`src/hw/timing_hit_pkg.sv`:
```
/*
 * Shared constants and carrier types for the timing hit event builder.
 * Assumes one 320 MHz builder clock supplied by the serializer side.
 */
package timing_hit_pkg;
	// channel count and buffering
	localparam int CHANNELS       = 8;
	localparam int FIFO_DEPTH     = 4;
	localparam int WORD_BITS      = 64;
	// rates in their own units
	localparam int BUILD_CLK_MHZ  = 320;
	localparam int WORD_RATE_MBPS = 160;
	localparam int LINE_RATE_MBPS = 10240;
	localparam int SER_CLK_MHZ    = 5120;
	localparam int CONV_CLK_MHZ   = 40;
	// cycle counts and a line rate check derived from the rates
	localparam int WORD_DIV       = BUILD_CLK_MHZ / WORD_RATE_MBPS;
	localparam int CONV_HALF      = BUILD_CLK_MHZ / CONV_CLK_MHZ / 2;
	localparam int LINE_CHECK     = WORD_RATE_MBPS * WORD_BITS;
	// block coding
	localparam logic [1:0]  SYNC_DATA  = 2'h1;
	localparam logic [1:0]  SYNC_CTRL  = 2'h2;
	localparam logic [7:0]  IDLE_TYPE  = 8'h1E;
	localparam logic [57:0] SCR_SEED   = 58'h3FFFFFFFFFFFFFF;
	localparam int          SCR_TAP_A  = 38;
	localparam int          SCR_TAP_B  = 57;
	localparam logic [14:0] PRBS_SEED  = 15'h7FFF;
	localparam int          PRBS_TAP_A = 14;
	localparam int          PRBS_TAP_B = 13;
	// serial configuration
	localparam int           CFG_BITS       = 200;
	localparam int           CFG_PRBS_POS   = 0;
	localparam int           CFG_ENABLE_POS = 1;
	localparam logic [199:0] CFG_RESET      = 200'h1FE;

	// one snapshot of a recorder chain
	typedef struct packed {
		logic [3:0] calibCoarse;
		logic [3:0] calibFine;
		logic [3:0] totCoarse;
		logic [3:0] totFine;
		logic [3:0] arrivalCoarse;
		logic [4:0] arrivalFine;
	} capture_type;

	// both snapshots of one hit
	typedef struct packed {
		capture_type second;
		capture_type first;
	} hit_type;

	// aggregated 64-bit frame word
	typedef struct packed {
		logic [7:0] bunch;
		logic [2:0] channel;
		logic [2:0] spare;
		hit_type    hit;
	} frame_type;

	// one 66-bit coded block, sync header in the low bits
	typedef struct packed {
		logic [63:0] payload;
		logic [1:0]  sync;
	} block_type;
endpackage

```
`src/hw/timing_hit_event_builder.sv`:
```
/*
 * Hit event builder: per-channel FIFOs, aggregation FIFO, frame builder,
 * scrambled 64b/66b coder, 66:64 gearbox, serializer word ordering,
 * PRBS15 self-test source, converter clock divider, serial config port.
 * Assumes clk_sys is the 320 MHz clock from the serializer PLL and that
 * the analog mux tree and 5.12 GHz driver take lineWord on lineStrobe.
 */
// Functional notes
// - Hits from all eight converter channels merge into one shared path.
// - All builder logic runs on the 320 MHz clock from the serializer.
// - Results leave as 64-bit parallel words at 160 Mbps.
// - Hits go into per-channel FIFOs, then into an aggregation FIFO.
// - A frame builder reads the FIFOs and hands frames to the coder.
// - Frames are 64b/66b coded with the 10GbE scrambler for DC balance.
// - A gearbox packs 66-bit blocks into 64-bit words losslessly.
// - Words go through 16:4, then 4:1, then a final mux to one line.
// - A PRBS15 source can replace the data for link self-test.
// - The serial line runs at 10.24 Gbps for the receiver to recover.
// - The PLL feeds 5.12 GHz to the serializer; the builder divides 320 MHz down to 40 MHz for converters.
// - Configuration of up to 200 bits loads over a serial port.
// - Each hit carries two recorder snapshots of fine and coarse times.
`timescale 1ns/1ns

module hit_fifo #(
	parameter int WIDTH = 64,
	parameter int DEPTH = 4
) (
	input  wire logic             clk_sys,
	input  wire logic             rst,
	input  wire logic             inValid,
	input  wire logic [WIDTH-1:0] inData,
	output logic                  inReady,
	output logic                  outValid,
	output logic      [WIDTH-1:0] outData,
	input  wire logic             outReady
);
	localparam int PW = $clog2(DEPTH);

	logic [WIDTH-1:0] mem [DEPTH];
	logic [PW-1:0]    wrReg, wrNext, rdReg, rdNext;
	logic [PW:0]      countReg, countNext;
	logic             readyReg, readyNext, validReg, validNext;
	logic             push, pop;

	function automatic logic [PW-1:0] wrap(input logic [PW-1:0] p);
		return (p == PW'(DEPTH - 1)) ? '0 : p + 1'b1;
	endfunction

	// pointer and fill bookkeeping; flags registered for clean outputs
	always_comb begin
		push      = inValid & readyReg;
		pop       = validReg & outReady;
		wrNext    = push ? wrap(wrReg) : wrReg;
		rdNext    = pop ? wrap(rdReg) : rdReg;
		countNext = countReg + (PW+1)'(push) - (PW+1)'(pop);
		readyNext = countNext != (PW+1)'(DEPTH);
		validNext = countNext != '0;
	end

	always_ff @(posedge clk_sys or posedge rst) begin
		if (rst) begin
			wrReg    <= '0;
			rdReg    <= '0;
			countReg <= '0;
			readyReg <= 1'b0;
			validReg <= 1'b0;
		end else begin
			wrReg    <= wrNext;
			rdReg    <= rdNext;
			countReg <= countNext;
			readyReg <= readyNext;
			validReg <= validNext;
		end
	end

	// storage has no reset; only written words are ever read
	always_ff @(posedge clk_sys) begin
		if (push) begin
			mem[wrReg] <= inData;
		end
	end

	assign inReady  = readyReg;
	assign outValid = validReg;
	assign outData  = mem[rdReg];
endmodule

module timing_hit_event_builder (
	input  wire logic                                      clk_sys,
	input  wire logic                                      rst,
	input  wire logic                 [timing_hit_pkg::CHANNELS-1:0] hitValid,
	input  timing_hit_pkg::hit_type   [timing_hit_pkg::CHANNELS-1:0] hitData,
	output logic                      [timing_hit_pkg::CHANNELS-1:0] hitReady,
	output logic                      [63:0]               lineWord,
	output logic                                           lineStrobe,
	output logic                                           converterClk,
	input  wire logic                                      spiClk,
	input  wire logic                                      spiSelect_n,
	input  wire logic                                      spiDataIn,
	output logic                                           spiDataOut
);
	import timing_hit_pkg::*;

	typedef struct packed {
		logic [57:0] state;
		logic [63:0] data;
	} scr_type;

	typedef struct packed {
		logic [14:0] state;
		logic [63:0] data;
	} prbs_type;

	// self-synchronous scrambler, one bit per payload position
	function automatic scr_type scramble(input logic [57:0] s,
		input logic [63:0] d);
		scr_type r;
		logic    b;
		r.state = s;
		r.data  = '0;
		for (int i = 0; i < 64; i++) begin
			b         = d[i] ^ r.state[SCR_TAP_A] ^ r.state[SCR_TAP_B];
			r.data[i] = b;
			r.state   = {r.state[56:0], b};
		end
		return r;
	endfunction

	// x^15 + x^14 + 1, 64 bits per line word
	function automatic prbs_type prbs15(input logic [14:0] s);
		prbs_type r;
		logic     b;
		r.state = s;
		r.data  = '0;
		for (int i = 0; i < 64; i++) begin
			b         = r.state[PRBS_TAP_A] ^ r.state[PRBS_TAP_B];
			r.data[i] = b;
			r.state   = {r.state[13:0], b};
		end
		return r;
	endfunction

	// mux tree order: line bit t from 16:4 unit t%4, slot t/4
	function automatic logic [63:0] muxOrder(input logic [63:0] w);
		logic [63:0] r;
		r = '0;
		for (int t = 0; t < 64; t++) begin
			r[t] = w[16 * (t % 4) + (t / 4)];
		end
		return r;
	endfunction

	// first level: one FIFO per channel, gated by channel enable
	logic    [CHANNELS-1:0] l1Valid, l1Ready, l1Push;
	hit_type [CHANNELS-1:0] l1Data;
	logic    [CFG_BITS-1:0] cfgReg, cfgNext, shiftReg, shiftNext;

	genvar ch;
	generate
		for (ch = 0; ch < CHANNELS; ch++) begin : g_l1
			assign l1Push[ch] = hitValid[ch] & cfgReg[CFG_ENABLE_POS + ch];
			hit_fifo #(.WIDTH($bits(hit_type)), .DEPTH(FIFO_DEPTH)) u_l1 (
				.clk_sys  (clk_sys),
				.rst      (rst),
				.inValid  (l1Push[ch]),
				.inData   (hitData[ch]),
				.inReady  (hitReady[ch]),
				.outValid (l1Valid[ch]),
				.outData  (l1Data[ch]),
				.outReady (l1Ready[ch])
			);
		end
	endgenerate

	// round-robin merge of channels into the aggregation FIFO
	logic [2:0]  rrReg, rrNext, pick, idx;
	logic        found, l2InReady, l2Push, l2Valid, l2Ready;
	logic [7:0]  bunchReg, bunchNext;
	frame_type   l2In, l2Out;

	always_comb begin
		found   = 1'b0;
		pick    = rrReg;
		idx     = rrReg;
		l1Ready = '0;
		for (int k = 0; k < CHANNELS; k++) begin
			idx = rrReg + 3'(k + 1);
			if (!found && l1Valid[idx]) begin
				found = 1'b1;
				pick  = idx;
			end
		end
		l2Push        = found & l2InReady;
		l1Ready[pick] = l2Push;
		rrNext        = l2Push ? pick : rrReg;
		l2In.bunch    = bunchReg;
		l2In.channel  = pick;
		l2In.spare    = '0;
		l2In.hit      = l1Data[pick];
	end

	// second level: aggregated frame words wait for the gearbox
	hit_fifo #(.WIDTH(WORD_BITS), .DEPTH(FIFO_DEPTH)) u_l2 (
		.clk_sys  (clk_sys),
		.rst      (rst),
		.inValid  (l2Push),
		.inData   (l2In),
		.inReady  (l2InReady),
		.outValid (l2Valid),
		.outData  (l2Out),
		.outReady (l2Ready)
	);

	// frame builder, coder, gearbox and serializer word path
	logic        slotReg, slotNext, take;
	logic [6:0]  leftReg, leftNext;
	logic [63:0] spillReg, spillNext, gearWord, lineNext;
	logic [57:0] scrReg, scrNext;
	logic [14:0] prbsReg, prbsNext;
	logic        strobeNext;
	logic [129:0] joined;
	block_type   block;
	scr_type     scr;
	prbs_type    prbs;

	always_comb begin
		slotNext   = ~slotReg; // one word per WORD_DIV cycles
		take       = slotReg && (leftReg < 7'(WORD_BITS));
		l2Ready    = take & l2Valid;
		block.sync = l2Valid ? SYNC_DATA : SYNC_CTRL;
		scr        = scramble(scrReg, l2Valid ? l2Out
			: {56'h0, IDLE_TYPE});
		block.payload = scr.data;
		scrNext    = take ? scr.state : scrReg;
		joined     = {66'h0, spillReg} | ({64'h0, block} << leftReg);
		gearWord   = spillReg;
		spillNext  = spillReg;
		leftNext   = leftReg;
		if (take) begin
			gearWord  = joined[63:0];
			spillNext = joined[127:64];
			leftNext  = leftReg + 7'h2;
		end else if (slotReg) begin
			spillNext = '0; // full spill word drains, no block taken
			leftNext  = '0;
		end
		prbs       = prbs15(prbsReg);
		prbsNext   = slotReg ? prbs.state : prbsReg;
		lineNext   = lineWord;
		if (slotReg) begin
			lineNext = muxOrder(cfgReg[CFG_PRBS_POS] ? prbs.data
				: gearWord);
		end
		strobeNext = slotReg;
	end

	always_ff @(posedge clk_sys or posedge rst) begin
		if (rst) begin
			rrReg      <= '0;
			slotReg    <= 1'b0;
			leftReg    <= '0;
			spillReg   <= '0;
			scrReg     <= SCR_SEED;
			prbsReg    <= PRBS_SEED;
			lineWord   <= '0;
			lineStrobe <= 1'b0;
		end else begin
			rrReg      <= rrNext;
			slotReg    <= slotNext;
			leftReg    <= leftNext;
			spillReg   <= spillNext;
			scrReg     <= scrNext;
			prbsReg    <= prbsNext;
			lineWord   <= lineNext;
			lineStrobe <= strobeNext;
		end
	end

	// converter clock and bunch count; 40 MHz derived, free-running from reset
	logic [2:0] convCntReg, convCntNext;
	logic       convClkNext;

	always_comb begin
		convCntNext = convCntReg + 3'h1;
		convClkNext = converterClk;
		bunchNext   = bunchReg;
		if (convCntReg == 3'(CONV_HALF - 1)) begin
			convCntNext = '0;
			convClkNext = ~converterClk;
			bunchNext   = converterClk ? bunchReg : bunchReg + 8'h1;
		end
	end

	always_ff @(posedge clk_sys or posedge rst) begin
		if (rst) begin
			convCntReg   <= '0;
			converterClk <= 1'b0;
			bunchReg     <= '0;
		end else begin
			convCntReg   <= convCntNext;
			converterClk <= convClkNext;
			bunchReg     <= bunchNext;
		end
	end

	// serial config: pins sampled on clk_sys, so spiClk must be slow
	logic spiClkReg, spiSelReg, spiOutNext;

	always_comb begin
		shiftNext  = shiftReg;
		cfgNext    = cfgReg;
		spiOutNext = spiDataOut;
		if (!spiSelect_n && spiClk && !spiClkReg) begin
			shiftNext  = {shiftReg[CFG_BITS-2:0], spiDataIn};
			spiOutNext = shiftReg[CFG_BITS-1];
		end
		if (spiSelect_n && !spiSelReg) begin
			cfgNext = shiftReg; // apply only at end of frame
		end
	end

	always_ff @(posedge clk_sys or posedge rst) begin
		if (rst) begin
			spiClkReg  <= 1'b0;
			spiSelReg  <= 1'b1;
			shiftReg   <= CFG_RESET;
			cfgReg     <= CFG_RESET;
			spiDataOut <= 1'b0;
		end else begin
			spiClkReg  <= spiClk;
			spiSelReg  <= spiSelect_n;
			shiftReg   <= shiftNext;
			cfgReg     <= cfgNext;
			spiDataOut <= spiOutNext;
		end
	end
endmodule

```
`config.mk`:
```
export PLATFORM = sky130hd
export DESIGN_NAME = timing_hit_event_builder
export DESIGN_NICKNAME = d
export VERILOG_FILES = /design/src/hw/timing_hit_pkg.sv /design/src/hw/timing_hit_event_builder.sv
export SDC_FILE = /design/constraint.sdc
export NUM_CORES = 2
export LEC_CHECK = 0
export BUFFER_PORTS_ARGS = -buffer_cell sky130_fd_sc_hd__buf_4
export CAP_MARGIN = 30
export CORE_UTILIZATION = 61
export DETAILED_ROUTE_END_ITERATION = 12
export PLACE_DENSITY = 0.76
export RECOVER_POWER = 100
export SLEW_MARGIN = 25
export SYNTH_ARGS = -nofsm -noshare
export SYNTH_HDL_FRONTEND = slang
export SYNTH_SLANG_ARGS = --single-unit
```
`constraint.sdc`:
```
create_clock -name clk_sys -period 17.4 [get_ports clk_sys]
set_clock_uncertainty 0.05 [all_clocks]
set_input_delay 1.74 -clock clk_sys [delete_from_list [all_inputs] [get_ports clk_sys]]
set_output_delay 1.74 -clock clk_sys [all_outputs]
set_load 0.01 [all_outputs]
```
==> flow_metrics.env <==
export IMPL_status="complete, but fails checks"
export IMPL_violations="capacitance limit, slew limit"
export IMPL_tightest_slew_ns=10.07
export IMPL_crit_chain="inv_1, ha_1, mux4_2, mux2i_1, a32oi_1, or4_1, o311a_1, xnor2_4, clkbuf_1, nor2_1, nand2_1, inv_1, ha_1, inv_1, ha_1, fa_1, xnor2_1, xnor2_1, nand2_1"
export IMPL_post_cts_buffers=0
export IMPL_peakVddDrop_uv=203
export IMPL_cp_max_fo=61
export IMPL_critical_path_class="reg -> reg"
export IMPL_nFillCells=10700
export IMPL_die_w_um=404
export IMPL_clock_sinks=2361
export IMPL_syn_area_um2=98500
export IMPL_clockRootBuffer="clkbuf_16"
export IMPL_startpoint_type="flip-flop"
export IMPL_ys_async_sr_fraction=0.219
export IMPL_cts_clk_slew_worst_paths_ns=0.06
export IMPL_clockBufferDepth=3
export IMPL_start_util=0.614
export IMPL_first_iter_violations=6904
export IMPL_synth_distinct_cells=78
export IMPL_final_core_util=0.685
export IMPL_critPathBufInv=4
export IMPL_drc=0
export IMPL_ant_nets=0
export IMPL_drt_total_wl_um=270000
export IMPL_critPathSlowestCell="clkbuf_1"
export IMPL_yosys_most_used_dff="edfxtp_1"
export IMPL_relSlewSlack=-5.71
export IMPL_fp_coreArea_um2=160000
export IMPL_num_rows=147
export IMPL_power_leakage_nw=38.7
export IMPL_power_density_nw_per_um2=215
export IMPL_hold_ws_ns=0.386
export IMPL_cp_top_family="buffers and inverters"
export IMPL_cts_tree="yes"
export IMPL_cap_violations=51
export IMPL_layout_min_cycle_time_ns=10.22
export IMPL_synth_edf_count=1844
export IMPL_via_per_inst=6.52
export IMPL_hp_class="reg -> reg"
export IMPL_finalCritPeriodShare=0.588
export IMPL_ys_seq_area_frac=0.695
export IMPL_num_vias=55200
export IMPL_avgSynthCellArea_um2=17.6
export IMPL_endpoint_kind="flip-flop"
export IMPL_grt_pass1_vias=54800
export IMPL_antenna_found_initial=67
export IMPL_gp_congestion=0.963
export IMPL_hold_buffers=0
export IMPL_cts_made_buffers=224
export IMPL_max_stage_delay_ns=3.86
export IMPL_grtUsageTotal=0.331
export IMPL_area_growth_pct=11.6
export IMPL_wl_per_cell_um=31.9
export IMPL_clk_latency_ns=0.87
export IMPL_hold_viol=0
export IMPL_cts_resized=0
export IMPL_synth_cells=5587
export IMPL_firstDrtPassIters=6
export IMPL_timing_fmax_mhz=97.8
export IMPL_grt_max_degree=202
export IMPL_rsz0062_at_grt="false"
export IMPL_critPathRequiredTime_ns=18.06
export IMPL_synth_fp_nets=6077
export IMPL_finalSetupViolCount=0
export IMPL_hpwl_um=179000
export IMPL_fin_nets=6570
export IMPL_grt_overflow=0
export IMPL_die_area_um2=163000
export IMPL_die_h_um=404
export IMPL_setup_tns_ns=0
export IMPL_yosysWarningCount=0
export IMPL_ys_ff_latch=2361
export IMPL_maxSlewViolCount=2760
export IMPL_critPathArrivalTime_ns=10.88
export IMPL_grt_first_pass_wirelength_um=385000
export IMPL_drive_above_1_share=0.204
export IMPL_io_pins=488
export IMPL_htree_levels=4
export IMPL_buffer_ports_inserted=487
==> where the power goes <==
part | total [mW] | switching [mW] | internal, mW
registers | 8.32 | 0.631 | 7.69
logic | 10.4 | 6.56 | 3.82
clock network | 4.91 | 2.11 | 2.79
==> metal layers <==
layer  share of wire  global-route usage
met3           0.097              0.0751
met1            0.36               0.431
met5          0.0012                   0
met2            0.49               0.533
met4           0.053               0.162
==> path summary, 6_finish.rpt <==
kind,start,to,slack (ns),cells past startpoint
max in group asynchronous,rst,g_l1[4].u_l1.wrReg[1]$_DFFE_PP0P_,7.84,5
min,convCntReg[0]$_DFF_PP0_,convCntReg[0]$_DFF_PP0_,0.39,1
min reg2reg,convCntReg[0]$_DFF_PP0_,convCntReg[0]$_DFF_PP0_,0.39,1
max,rrReg[1]$_DFFE_PP0N_,g_l1[2].u_l1.inReady$_DFF_PP0_,7.18,19
max reg2reg,rrReg[1]$_DFFE_PP0N_,g_l1[2].u_l1.inReady$_DFF_PP0_,7.18,19
min in group asynchronous,rst,shiftReg[68]$_DFFE_PP0P_,2.27,2
==> synth_stat cells (21+ instances only) <==
cell type  count  share of area
nor3_1        27         0.0014
o221ai_1      28         0.0025
clkbuf_1     265          0.010
o211ai_1      24         0.0018
xor2_1       151          0.013
ha_1          68         0.0086
and2_1        49         0.0031
mux2_2       247          0.028
nand2b_1      23         0.0015
mux2i_1      296          0.030
o22ai_1       71         0.0045
a21oi_1       82         0.0042
nor2_1       237         0.0090
a22o_1       113          0.010
edfxtp_1    1844           0.56
o21ai_0      156         0.0079
nand2_1      283          0.011
dfstp_2       90          0.024
xnor2_1      163          0.014
mux4_2       474           0.11
a22oi_1       21         0.0016
o2bb2ai_1     28         0.0025
inv_1         91         0.0035
a211oi_1      32         0.0024
dfrtp_1      427           0.11
buf_1         28         0.0011
==> through the flow <==
| step | power [mW] | area (um2) | cells | setup slack, ns |
|---|---|---|---|---|
| finish | 23.6 | 110000 | 8464 | 7.18 |
| global route | 24.4 | 110000 | 8453 | 6.14 |
| CTS | 23.6 | 112000 | 8424 | 10.88 |
| detailed placement | 18.6 | 104000 | 8009 | 10.90 |
| global placement | 18.4 | 104000 | 8006 | 10.88 |
| floorplan | 14.7 | 98500 | 5587 | 1.32 |
==> cell usage in the layout, fill, tap and decap left out, drive strengths merged, types with 110 or more instances in the layout <==
cell type / count
o21ai: 156
nand2: 283
dfrtp: 427
mux4: 474
edfxtp: 1844
a22o: 113
clkbuf: 827
mux2: 263
clkinv: 110
xor2: 151
nor2: 237
mux2i: 296
xnor2: 164
==> registers in the layout, summed over array words and instances (netlist names), 3 cells and up <==
| signal | flops |
|---|---|
| g_l1.u_l1.wrReg | 16 |
| u_l2.mem | 244 |
| g_l1.u_l1.outValid | 8 |
| g_l1.u_l1.inReady | 8 |
| g_l1.u_l1.rdReg | 16 |
| g_l1.u_l1.countReg | 24 |
| lineWord | 64 |
| spillReg | 64 |
| u_l2.countReg | 3 |
| g_l1.u_l1.mem | 1600 |
| bunchReg | 8 |
| convCntReg | 3 |
| leftReg | 6 |
| rrReg | 3 |
| scrReg | 58 |
| prbsReg | 15 |
| shiftReg | 200 |
| cfgReg | 9 |
==> cells by family (layout without fill, tap and decap cells) <==
kind of cell,Yosys count,in the layout,synth area share
flops,2361,2361,0.695
mux,1033,1033,0.169
simple gates,684,684,0.0299
compound gates,681,681,0.0492
buf+inv,436,1118,0.0187
xor+xnor,315,315,0.0282
fa+ha+maj,77,77,0.0105
other cells,0,35,0
==> cell type report <==
type	count	area, um2	share of cell area
timing repair buffer	607	2560	0.0233
inverter	96	362	0.00329
clock inverter	141	1480	0.0135
tap	2160	2700	0.0246
multi-input combinational	2790	28200	0.257
clock buffer	274	5970	0.0543
antenna	35	87.6	0.000797
sequential	2361	68500	0.623
Power figures use the tool's default switching activity.
